[config.mk]
export PLATFORM = sky130hd
export DESIGN_NAME = ctm_top
export DESIGN_NICKNAME = d
export VERILOG_FILES = /design/src/logic/ctm_pkg.sv /design/src/logic/ctm_unit.sv /design/src/logic/ctm_top.sv
export SDC_FILE = /design/constraint.sdc
export NUM_CORES = 2
export LEC_CHECK = 0
export BUFFER_PORTS_ARGS = -buffer_cell sky130_fd_sc_hd__buf_2
export CORE_AREA = 2 2 437 439
export DETAILED_ROUTE_END_ITERATION = 6
export DIE_AREA = 0 0 439 441
export GPL_TIMING_DRIVEN = 0
export PLACE_DENSITY = 0.52
export SLEW_MARGIN = 20
export SYNTH_ARGS = -nofsm -noshare
export SYNTH_HDL_FRONTEND = slang
export SYNTH_SLANG_ARGS = --single-unit
[constraint.sdc]
create_clock -name core_clk -period 58.3 [get_ports core_clk]
set_input_delay 5.83 -clock core_clk [delete_from_list [all_inputs] [get_ports core_clk]]
set_output_delay 5.83 -clock core_clk [all_outputs]
set_load 0.02 [all_outputs]
[src/logic/ctm_pkg.sv]
// constants and carriers for the match/capture counter-timer block
// Functional notes
// RULE1 - four instances: two 32-bit and two 16-bit, all from one parameterised core
// RULE2 - timer counts core clocks; a prescaler as wide as the counter sets cycles per step
// RULE3 - each instance selects timer mode or counting edges of an external input
// RULE4 - four match values per instance; a match may just raise its interrupt flag
// RULE5 - stop-on-match halts the counter at that value, optional interrupt flag
// RULE6 - reset-on-match returns the counter to zero, optional interrupt flag
// RULE7 - one output per match: drive low, drive high, toggle or leave unchanged
// RULE8 - a selected capture input edge copies the count into the capture value
// RULE9 - a capture event sets the capture interrupt flag when software enables it
// RULE10 - a designated capture edge clears both counter and prescaler
// RULE11 - match is seen on the prescaled tick; flags stay set until software clears them
// RULE12 - without stop or reset on match the counter wraps from maximum to zero
package ctm_pkg;
  localparam int NUM_TMR = 4;
  localparam int NUM_MATCH = 4;
  // byte offsets inside one timer's 64-byte window; address bits 7:6 pick the timer
  localparam logic [5:0] OFS_CTRL = 6'h00;
  localparam logic [5:0] OFS_FLAGS = 6'h04;
  localparam logic [5:0] OFS_COUNT = 6'h08;
  localparam logic [5:0] OFS_PRESC = 6'h0c;
  localparam logic [5:0] OFS_MATCH0 = 6'h10;
  localparam logic [5:0] OFS_MCTRL = 6'h20;
  localparam logic [5:0] OFS_EXTC = 6'h24;
  localparam logic [5:0] OFS_CAPC = 6'h28;
  localparam logic [5:0] OFS_CAPTURE = 6'h2c;
  localparam logic [5:0] OFS_PCOUNT = 6'h30;
  // control fields
  localparam int CTRL_EN = 0;
  localparam int CTRL_HOLD = 1;
  localparam int CTRL_CNTMODE = 2;
  localparam int CTRL_RISE = 3;
  localparam int CTRL_FALL = 4;
  localparam int CTRL_HALT = 5;
  // match control: three bits per match
  localparam int MC_IRQ = 0;
  localparam int MC_RST = 1;
  localparam int MC_STOP = 2;
  localparam int MC_STRIDE = 3;
  // output action: two bits per match above the output state bits
  localparam int EXT_ACT = 4;
  localparam logic [1:0] ACT_NONE = 2'h0;
  localparam logic [1:0] ACT_LOW = 2'h1;
  localparam logic [1:0] ACT_HIGH = 2'h2;
  localparam logic [1:0] ACT_TOGGLE = 2'h3;
  // capture control
  localparam int CAP_RISE = 0;
  localparam int CAP_FALL = 1;
  localparam int CAP_IRQ = 2;
  localparam int CLR_RISE = 3;
  localparam int CLR_FALL = 4;
  localparam int FLAG_CAP = 4;
  // reset values
  localparam logic [31:0] RST_WORD = 32'h0;
  localparam logic [4:0] RST_CTRL = 5'h00;

  typedef struct packed {
    logic [4:0] ctrl;
    logic [31:0] prescale;
    logic [11:0] mctrl;
    logic [7:0] act;
    logic [4:0] capc;
    logic [3:0][31:0] match;
  } cfg_t;

  typedef struct packed {
    logic rise;
    logic fall;
  } edge_t;
endpackage : ctm_pkg

[src/logic/ctm_unit.sv]
// one counter/timer core, width set by parameter
`timescale 1ns/10ps
module ctm_unit #(
  parameter int W = 32
) (
  // clock and reset
  input wire logic core_clk,
  input wire logic sys_rst,
  // configuration and software strobes
  input wire ctm_pkg::cfg_t cfg,
  input wire logic wr_cnt,
  input wire logic wr_ext,
  input wire logic wr_ctrl,
  input wire logic [4:0] clr_flags,
  input wire logic [31:0] wdata,
  // synchronised pin edges
  input wire ctm_pkg::edge_t cnt_edge,
  input wire ctm_pkg::edge_t cap_edge,
  // state
  output logic [31:0] cnt,
  output logic [31:0] pcnt,
  output logic [31:0] capt,
  output logic [4:0] flags,
  output logic [3:0] mout,
  output logic halted,
  output logic tick,
  output logic [3:0] mhit
);
  import ctm_pkg::*;

  logic [W-1:0] tc, next_tc, pc, next_pc, cv, next_cv;
  logic [4:0] next_flags;
  logic [3:0] next_mout;
  logic next_halted;
  logic run, cap_ev, clr_ev;
  logic [3:0] rst_hit, stop_hit;

  assign run = cfg.ctrl[CTRL_EN] & ~cfg.ctrl[CTRL_HOLD] & ~halted;
  // counter mode steps on pin edges, timer mode on prescaler roll-over
  assign tick = cfg.ctrl[CTRL_CNTMODE] ?
    run & ((cfg.ctrl[CTRL_RISE] & cnt_edge.rise) | (cfg.ctrl[CTRL_FALL] & cnt_edge.fall)) : // see RULE3
    run & (pc == cfg.prescale[W-1:0]); // see RULE2
  assign cap_ev = (cfg.capc[CAP_RISE] & cap_edge.rise) | (cfg.capc[CAP_FALL] & cap_edge.fall);
  assign clr_ev = (cfg.capc[CLR_RISE] & cap_edge.rise) | (cfg.capc[CLR_FALL] & cap_edge.fall);

  for (genvar i = 0; i < NUM_MATCH; i++) begin : g_match
    assign mhit[i] = tick & (tc == cfg.match[i][W-1:0]); // see RULE11
    assign rst_hit[i] = mhit[i] & cfg.mctrl[i*MC_STRIDE+MC_RST];
    assign stop_hit[i] = mhit[i] & cfg.mctrl[i*MC_STRIDE+MC_STOP];
  end

  always_comb begin
    next_flags = flags & ~clr_flags;
    next_cv = cv;
    next_mout = mout;
    // a stop landing with a control write still halts
    next_halted = halted & ~wr_ctrl;
    next_pc = pc;
    next_tc = tc;
    if (run && !cfg.ctrl[CTRL_CNTMODE]) begin
      next_pc = tick ? '0 : pc + 1'b1; // see RULE2
    end
    if (tick) begin
      // stop wins over reset when both hit on one tick
      if (|stop_hit) begin
        next_halted = 1'b1; // see RULE5
      end else if (|rst_hit) begin
        next_tc = '0; // see RULE6
      end else begin
        next_tc = tc + 1'b1; // see RULE12
      end
    end
    for (int i = 0; i < NUM_MATCH; i++) begin
      if (mhit[i] && cfg.mctrl[i*MC_STRIDE+MC_IRQ]) begin
        next_flags[i] = 1'b1; // see RULE4
      end
      if (mhit[i]) begin
        case (cfg.act[2*i +: 2])
          ACT_LOW: next_mout[i] = 1'b0; // see RULE7
          ACT_HIGH: next_mout[i] = 1'b1;
          ACT_TOGGLE: next_mout[i] = ~mout[i];
          default: next_mout[i] = mout[i];
        endcase
      end
    end
    if (cap_ev) begin
      next_cv = tc; // see RULE8
      if (cfg.capc[CAP_IRQ]) begin
        next_flags[FLAG_CAP] = 1'b1; // see RULE9
      end
    end
    if (clr_ev) begin
      next_tc = '0; // see RULE10
      next_pc = '0;
    end
    if (wr_cnt) begin
      next_tc = wdata[W-1:0];
      next_pc = '0;
    end
    if (wr_ext) begin
      next_mout = wdata[3:0];
    end
    if (cfg.ctrl[CTRL_HOLD]) begin
      next_tc = '0;
      next_pc = '0;
    end
  end

  always_ff @(posedge core_clk or posedge sys_rst) begin
    if (sys_rst) begin
      tc <= '0;
      pc <= '0;
      cv <= '0;
      flags <= '0;
      mout <= '0;
      halted <= 1'b0;
    end else begin
      tc <= next_tc;
      pc <= next_pc;
      cv <= next_cv;
      flags <= next_flags;
      mout <= next_mout;
      halted <= next_halted;
    end
  end

  // narrow instances read zero above their width
  assign cnt = 32'(tc);
  assign pcnt = 32'(pc);
  assign capt = 32'(cv);
endmodule : ctm_unit

[src/logic/ctm_top.sv]
// four counter/timers behind a plain register port
//
// Local design decisions: the address map and the strobed register port.
`timescale 1ns/10ps
module ctm_top (
  // clock and reset
  input wire logic core_clk,
  input wire logic sys_rst,
  // register port
  input wire logic [7:0] addr,
  input wire logic [31:0] wdata,
  input wire logic wr,
  input wire logic rd,
  output logic [31:0] rdata,
  // pins
  input wire logic [3:0] cnt_pin,
  input wire logic [3:0] cap_pin,
  output logic [15:0] match_out,
  output logic [3:0] irq
);
  import ctm_pkg::*;

  logic [1:0] tsel;
  logic [5:0] off;
  logic [4:0] ctrl [NUM_TMR];
  logic [4:0] next_ctrl [NUM_TMR];
  logic [31:0] presc [NUM_TMR];
  logic [31:0] next_presc [NUM_TMR];
  logic [11:0] mctrl [NUM_TMR];
  logic [11:0] next_mctrl [NUM_TMR];
  logic [7:0] act [NUM_TMR];
  logic [7:0] next_act [NUM_TMR];
  logic [4:0] capc [NUM_TMR];
  logic [4:0] next_capc [NUM_TMR];
  logic [3:0][31:0] match [NUM_TMR];
  logic [3:0][31:0] next_match [NUM_TMR];
  logic [31:0] cnt [NUM_TMR];
  logic [31:0] pcnt [NUM_TMR];
  logic [31:0] capt [NUM_TMR];
  logic [4:0] flags [NUM_TMR];
  logic [3:0] mout [NUM_TMR];
  logic [NUM_TMR-1:0] halted, tick;
  logic [3:0] mhit [NUM_TMR];
  logic [3:0] cnt_s1, cnt_s2, cnt_prev, cap_s1, cap_s2, cap_prev;
  logic [31:0] next_rdata;
  logic [3:0] next_irq;
  logic narrow;

  assign tsel = addr[7:6];
  assign off = addr[5:0];
  // timers 2 and 3 store 32 bits but only the low half is theirs
  assign narrow = tsel[1];

  // two-stage synchronisers; edges read only the second stage
  always_ff @(posedge core_clk or posedge sys_rst) begin
    if (sys_rst) begin
      cnt_s1 <= 4'h0;
      cnt_s2 <= 4'h0;
      cnt_prev <= 4'h0;
      cap_s1 <= 4'h0;
      cap_s2 <= 4'h0;
      cap_prev <= 4'h0;
    end else begin
      cnt_s1 <= cnt_pin;
      cnt_s2 <= cnt_s1;
      cnt_prev <= cnt_s2;
      cap_s1 <= cap_pin;
      cap_s2 <= cap_s1;
      cap_prev <= cap_s2;
    end
  end

  // register writes
  always_comb begin
    for (int t = 0; t < NUM_TMR; t++) begin
      next_ctrl[t] = ctrl[t];
      next_presc[t] = presc[t];
      next_mctrl[t] = mctrl[t];
      next_act[t] = act[t];
      next_capc[t] = capc[t];
      next_match[t] = match[t];
    end
    if (wr) begin
      case (off)
        OFS_CTRL: next_ctrl[tsel] = wdata[4:0];
        OFS_PRESC: next_presc[tsel] = wdata;
        OFS_MCTRL: next_mctrl[tsel] = wdata[11:0];
        OFS_EXTC: next_act[tsel] = wdata[EXT_ACT +: 8];
        OFS_CAPC: next_capc[tsel] = wdata[4:0];
        default: begin
          if (off[5:4] == OFS_MATCH0[5:4]) begin
            next_match[tsel][off[3:2]] = wdata;
          end
        end
      endcase
    end
  end

  always_ff @(posedge core_clk or posedge sys_rst) begin
    if (sys_rst) begin
      for (int t = 0; t < NUM_TMR; t++) begin
        ctrl[t] <= RST_CTRL;
        presc[t] <= RST_WORD;
        mctrl[t] <= 12'h000;
        act[t] <= 8'h00;
        capc[t] <= 5'h00;
        match[t] <= '0;
      end
    end else begin
      for (int t = 0; t < NUM_TMR; t++) begin
        ctrl[t] <= next_ctrl[t];
        presc[t] <= next_presc[t];
        mctrl[t] <= next_mctrl[t];
        act[t] <= next_act[t];
        capc[t] <= next_capc[t];
        match[t] <= next_match[t];
      end
    end
  end

  // first two instances are wide, last two narrow
  for (genvar t = 0; t < NUM_TMR; t++) begin : g_tmr
    cfg_t cfg;
    edge_t ce, pe;
    logic hit;
    assign hit = (tsel == 2'(t));
    assign cfg = '{ctrl: ctrl[t], prescale: presc[t], mctrl: mctrl[t],
                   act: act[t], capc: capc[t], match: match[t]};
    assign ce = '{rise: cnt_s2[t] & ~cnt_prev[t], fall: ~cnt_s2[t] & cnt_prev[t]};
    assign pe = '{rise: cap_s2[t] & ~cap_prev[t], fall: ~cap_s2[t] & cap_prev[t]};
    ctm_unit #(.W(t < 2 ? 32 : 16)) u_unit ( // see RULE1
      .core_clk(core_clk),
      .sys_rst(sys_rst),
      .cfg(cfg),
      .wr_cnt(wr && hit && off == OFS_COUNT),
      .wr_ext(wr && hit && off == OFS_EXTC),
      .wr_ctrl(wr && hit && off == OFS_CTRL),
      .clr_flags((wr && hit && off == OFS_FLAGS) ? wdata[4:0] : 5'h00), // see RULE11
      .wdata(wdata),
      .cnt_edge(ce),
      .cap_edge(pe),
      .cnt(cnt[t]),
      .pcnt(pcnt[t]),
      .capt(capt[t]),
      .flags(flags[t]),
      .mout(mout[t]),
      .halted(halted[t]),
      .tick(tick[t]),
      .mhit(mhit[t])
    );
    assign match_out[4*t +: 4] = mout[t];
  end

  // read mux; data stand only in the cycle after the strobe
  always_comb begin
    next_rdata = 32'h0;
    if (rd) begin
      case (off)
        OFS_CTRL: next_rdata = {26'h0, halted[tsel], ctrl[tsel]};
        OFS_FLAGS: next_rdata = {27'h0, flags[tsel]};
        OFS_COUNT: next_rdata = cnt[tsel];
        OFS_PRESC: next_rdata = narrow ? {16'h0, presc[tsel][15:0]} : presc[tsel]; // see RULE1
        OFS_MCTRL: next_rdata = {20'h0, mctrl[tsel]};
        OFS_EXTC: next_rdata = {20'h0, act[tsel], mout[tsel]};
        OFS_CAPC: next_rdata = {27'h0, capc[tsel]};
        OFS_CAPTURE: next_rdata = capt[tsel];
        OFS_PCOUNT: next_rdata = pcnt[tsel];
        default: begin
          if (off[5:4] == OFS_MATCH0[5:4]) begin
            next_rdata = narrow ? {16'h0, match[tsel][off[3:2]][15:0]} : match[tsel][off[3:2]]; // see RULE1
          end
        end
      endcase
    end
    for (int t = 0; t < NUM_TMR; t++) begin
      next_irq[t] = |flags[t];
    end
  end

  always_ff @(posedge core_clk or posedge sys_rst) begin
    if (sys_rst) begin
      rdata <= 32'h0;
      irq <= 4'h0;
    end else begin
      rdata <= next_rdata;
      irq <= next_irq;
    end
  end

  logic quiet0, cap_any0, clr_any0;
  assign quiet0 = !(wr && tsel == 2'h0);
  assign cap_any0 = (capc[0][CAP_RISE] & cap_s2[0] & ~cap_prev[0]) |
                    (capc[0][CAP_FALL] & ~cap_s2[0] & cap_prev[0]);
  assign clr_any0 = (capc[0][CLR_RISE] & cap_s2[0] & ~cap_prev[0]) |
                    (capc[0][CLR_FALL] & ~cap_s2[0] & cap_prev[0]);
  // timer 1 helpers: writes and capture clears legally move its count
  logic quiet1, clr_any1;
  assign quiet1 = !(wr && tsel == 2'h1);
  assign clr_any1 = (capc[1][CLR_RISE] & cap_s2[1] & ~cap_prev[1]) |
                    (capc[1][CLR_FALL] & ~cap_s2[1] & cap_prev[1]);
endmodule : ctm_top

==> out/metrics.cfg <==
[cts]
htree_levels = 4
cts_root_buf = clkbuf_16
clkTransAtPathRegs_ns = 0.06
cts_hold_buf = 0
cts-resized-gates = 0
cts_tree = done
clock-sinks = 1116
cts_buffers = 134
post_cts_buffers = 0
clock_path_buffers = 3
clock_latency_ns = 0.83

[routing]
wirelength_um = 292000
ant_nets = 0
drtIter0Drc = 6643
drt-wirelength-per-cell_um = 37.5
via_per_inst = 6.05
vias = 47200
drc = 1
first_pass_iters = 7

[min_path]
hp-class = register to register

[timing]
relSlewSlack = 0.0325
tns_ns = 0
rsz0062_at_grt = false
slew_viol_final = 0
finalCriticalPeriod_ns = 9.50
hold_violations = 0
tightest_slew_ns = 1.44
fin_crit_sh = 0.163
hold-worst-slack_ns = 0.334
finalClockSkew_ns = 0.0472
finalSetupViolCount = 0
fmax_mhz = 105

[place]
hpwl_um = 222000
place_congestion = 1.07
port_buffers = 78

[yosys]
ys.flop_type = dfrtp_1
muxShareOfSynthArea = 0.264
syn_area_per_cell_um2 = 12.2
synth_compound_area_frac = 0.0647
ys_ff_latch = 1116
synth-edff-count = 0
synth_warnings = 0
syn_area_mm2 = 0.0601
yosysSeqAreaShare = 0.465
synth_top_family_by_area = multiplexers
async_reset_ff_frac = 1.00
yosys.area_share.simple = 0.0858
synthXorXnorAreaFrac = 0.0809
synth_cells = 4910
syn_nets = 4978
synthAdderAreaFrac = 0.00333
synthDistinctLibCells = 73

[die]
die_h_um = 441
start_util = 0.318
die_x_um = 439
rows = 160
ios = 104
core_mm2 = 0.189
dieArea_mm2 = 0.194

[worst_setup_path]
worstSetupStartpointType = input pin
critPathCaptureType = register
crit_arrival_ns = 10.18
critPathKind = input pin to register
cp.required_ns = 58.98
path_max_fanout = 10
regToRegSetupSlack_ns = 53.17

[pwr]
finalPower_mw = 2.19
vdd_drop_max_mv = 0.0292
p_leak_nw = 31.0
power_density_mw_per_mm2 = 31.8

[global_route]
met2_usage = 0.422
antenna_found_initial = 29
grt_first_pass_wirelength_um = 395000
grt_max_degree = 104
grt_use_met1 = 0.400
overflow = 0
track_usage = 0.298
grtUsageMet3 = 0.0910
globalRoute.busiestLayer = met2
grt_pass1_vias = 45400

[layout]
mostFrequentLayoutCell = dfrtp_1
areaGrowthSynthToFinish_pct = 14.4
final_net_count = 5223
nFillCells = 18600
layout_common_cells = 1116 x dfrtp_1, 822 x mux2_2, 319 x xor2_1
drive_gt1_frac = 0.317

[status]
status = complete, but fails checks
failed_checks = design-rule violations

[job]
drv_cap = 0

-- cell usage after synthesis, types with 27 or more instances --
library cell,n,area (um^2)
nand3_1,91,455
xnor2_1,236,2070
a22oi_1,91,683
o31ai_1,36,270
inv_1,76,285
clkbuf_1,227,852
nor4_1,87,544
o21ai_0,51,255
dfrtp_1,1116,27900
and3_1,44,275
nor3_1,56,280
nand4_1,98,613
buf_2,158,791
xor2_1,319,2790
nand2_1,209,785
mux2_2,822,9260
nand2b_1,47,294
nor2_1,249,935
a21oi_1,89,445
nor2b_1,27,169
mux4_2,264,5950
buf_1,44,165
mux2i_1,69,691
o22ai_1,71,444
a22o_1,47,412
-- area by class of cell --
class,instances,area [um^2],area share
clock inverters,50,566,0.00823
diodes,22,55.1,0.000801
inverters,76,293,0.00426
plain buffers,438,1930,0.0281
well taps,2511,3140,0.0457
clock buffers,189,3830,0.0557
repair buffers,109,890,0.0129
flip-flops and latches,1116,27900,0.406
multi-input cells,3280,30100,0.438
-- cell families after synthesis --
family          count (synthesis)
mux                          1155
xor+xnor                      555
fa+ha+maj                      16
flops                        1116
simple gates                 1008
buf+inv                       514
compound gates                546
-- sequential cells by signal, indices dropped and copies added, names as in the netlist, 16 cells and up --
register            flops
act                    32
capc                   20
ctrl                   20
g_tmr.cfg             656
g_tmr.u_unit.capt      64
g_tmr.u_unit.cnt       64
g_tmr.u_unit.cv        32
g_tmr.u_unit.flags     20
g_tmr.u_unit.mout      16
g_tmr.u_unit.pc        32
g_tmr.u_unit.pcnt      64
g_tmr.u_unit.tc        32
rdata                  32
-- critical path, stage by stage --
cell and delay, ns:
clkbuf_1 0.30, nor2b_1 0.61, nand2_1 0.53, o21ai_0 0.97
nor3_1 0.34, o21ai_1 0.75, clkbuf_1 0.46, o31ai_1 0.14
a22o_1 0.23
-- final timing paths --
| kind | from | depth (start not counted) | to |
|---|---|---|---|
| max reg2reg | g_tmr[1].u_unit.cnt[8] | 11 | g_tmr[1].u_unit.cnt[15] |
| min | cap_s1[1] | 0 | cap_s2[1] |
| min reg2reg | cap_s1[1] | 0 | cap_s2[1] |
| min in group asynchronous | sys_rst | 2 | g_tmr[2].cfg[110] |
| max in group asynchronous | sys_rst | 7 | g_tmr[2].u_unit.pc[8] |
| max | addr[3] | 9 | g_tmr[3].u_unit.tc[4] |
-- per-stage QoR --
step	cell area [um^2]	setup slack [ns]	cells	utilization
final	68700	48.80	7791	0.363
after global routing	68700	48.84	7774	0.363
after CTS	68600	48.98	7768	0.363
after detailed placement	64300	48.16	7529	0.340
after global placement	63600	6.75	7499	0.336
after floorplan	60100	21.05	4910	-
-- where the power goes --
| group | leakage, nW | switching (mW) | internal [mW] | total, mW |
|---|---|---|---|---|
| Clock | 2.17 | 0.373 | 0.489 | 0.862 |
| Sequential | 15.0 | 0.0860 | 0.843 | 0.929 |
| Combinational | 13.9 | 0.242 | 0.153 | 0.396 |
| Total | 31.0 | 0.701 | 1.49 | 2.19 |
-- metal layers --
| metal | routed length (um) | part of all wire | up-vias |
|---|---|---|---|
| li1 | - | - | 18500 |
| met1 | 117000 | 0.40 | 24800 |
| met2 | 122000 | 0.42 | 3173 |
| met3 | 33700 | 0.12 | 681 |
| met4 | 19900 | 0.068 | 6 |
| met5 | 42 | 0.00014 | - |
Note: power is estimated with default switching activity, not from simulation.
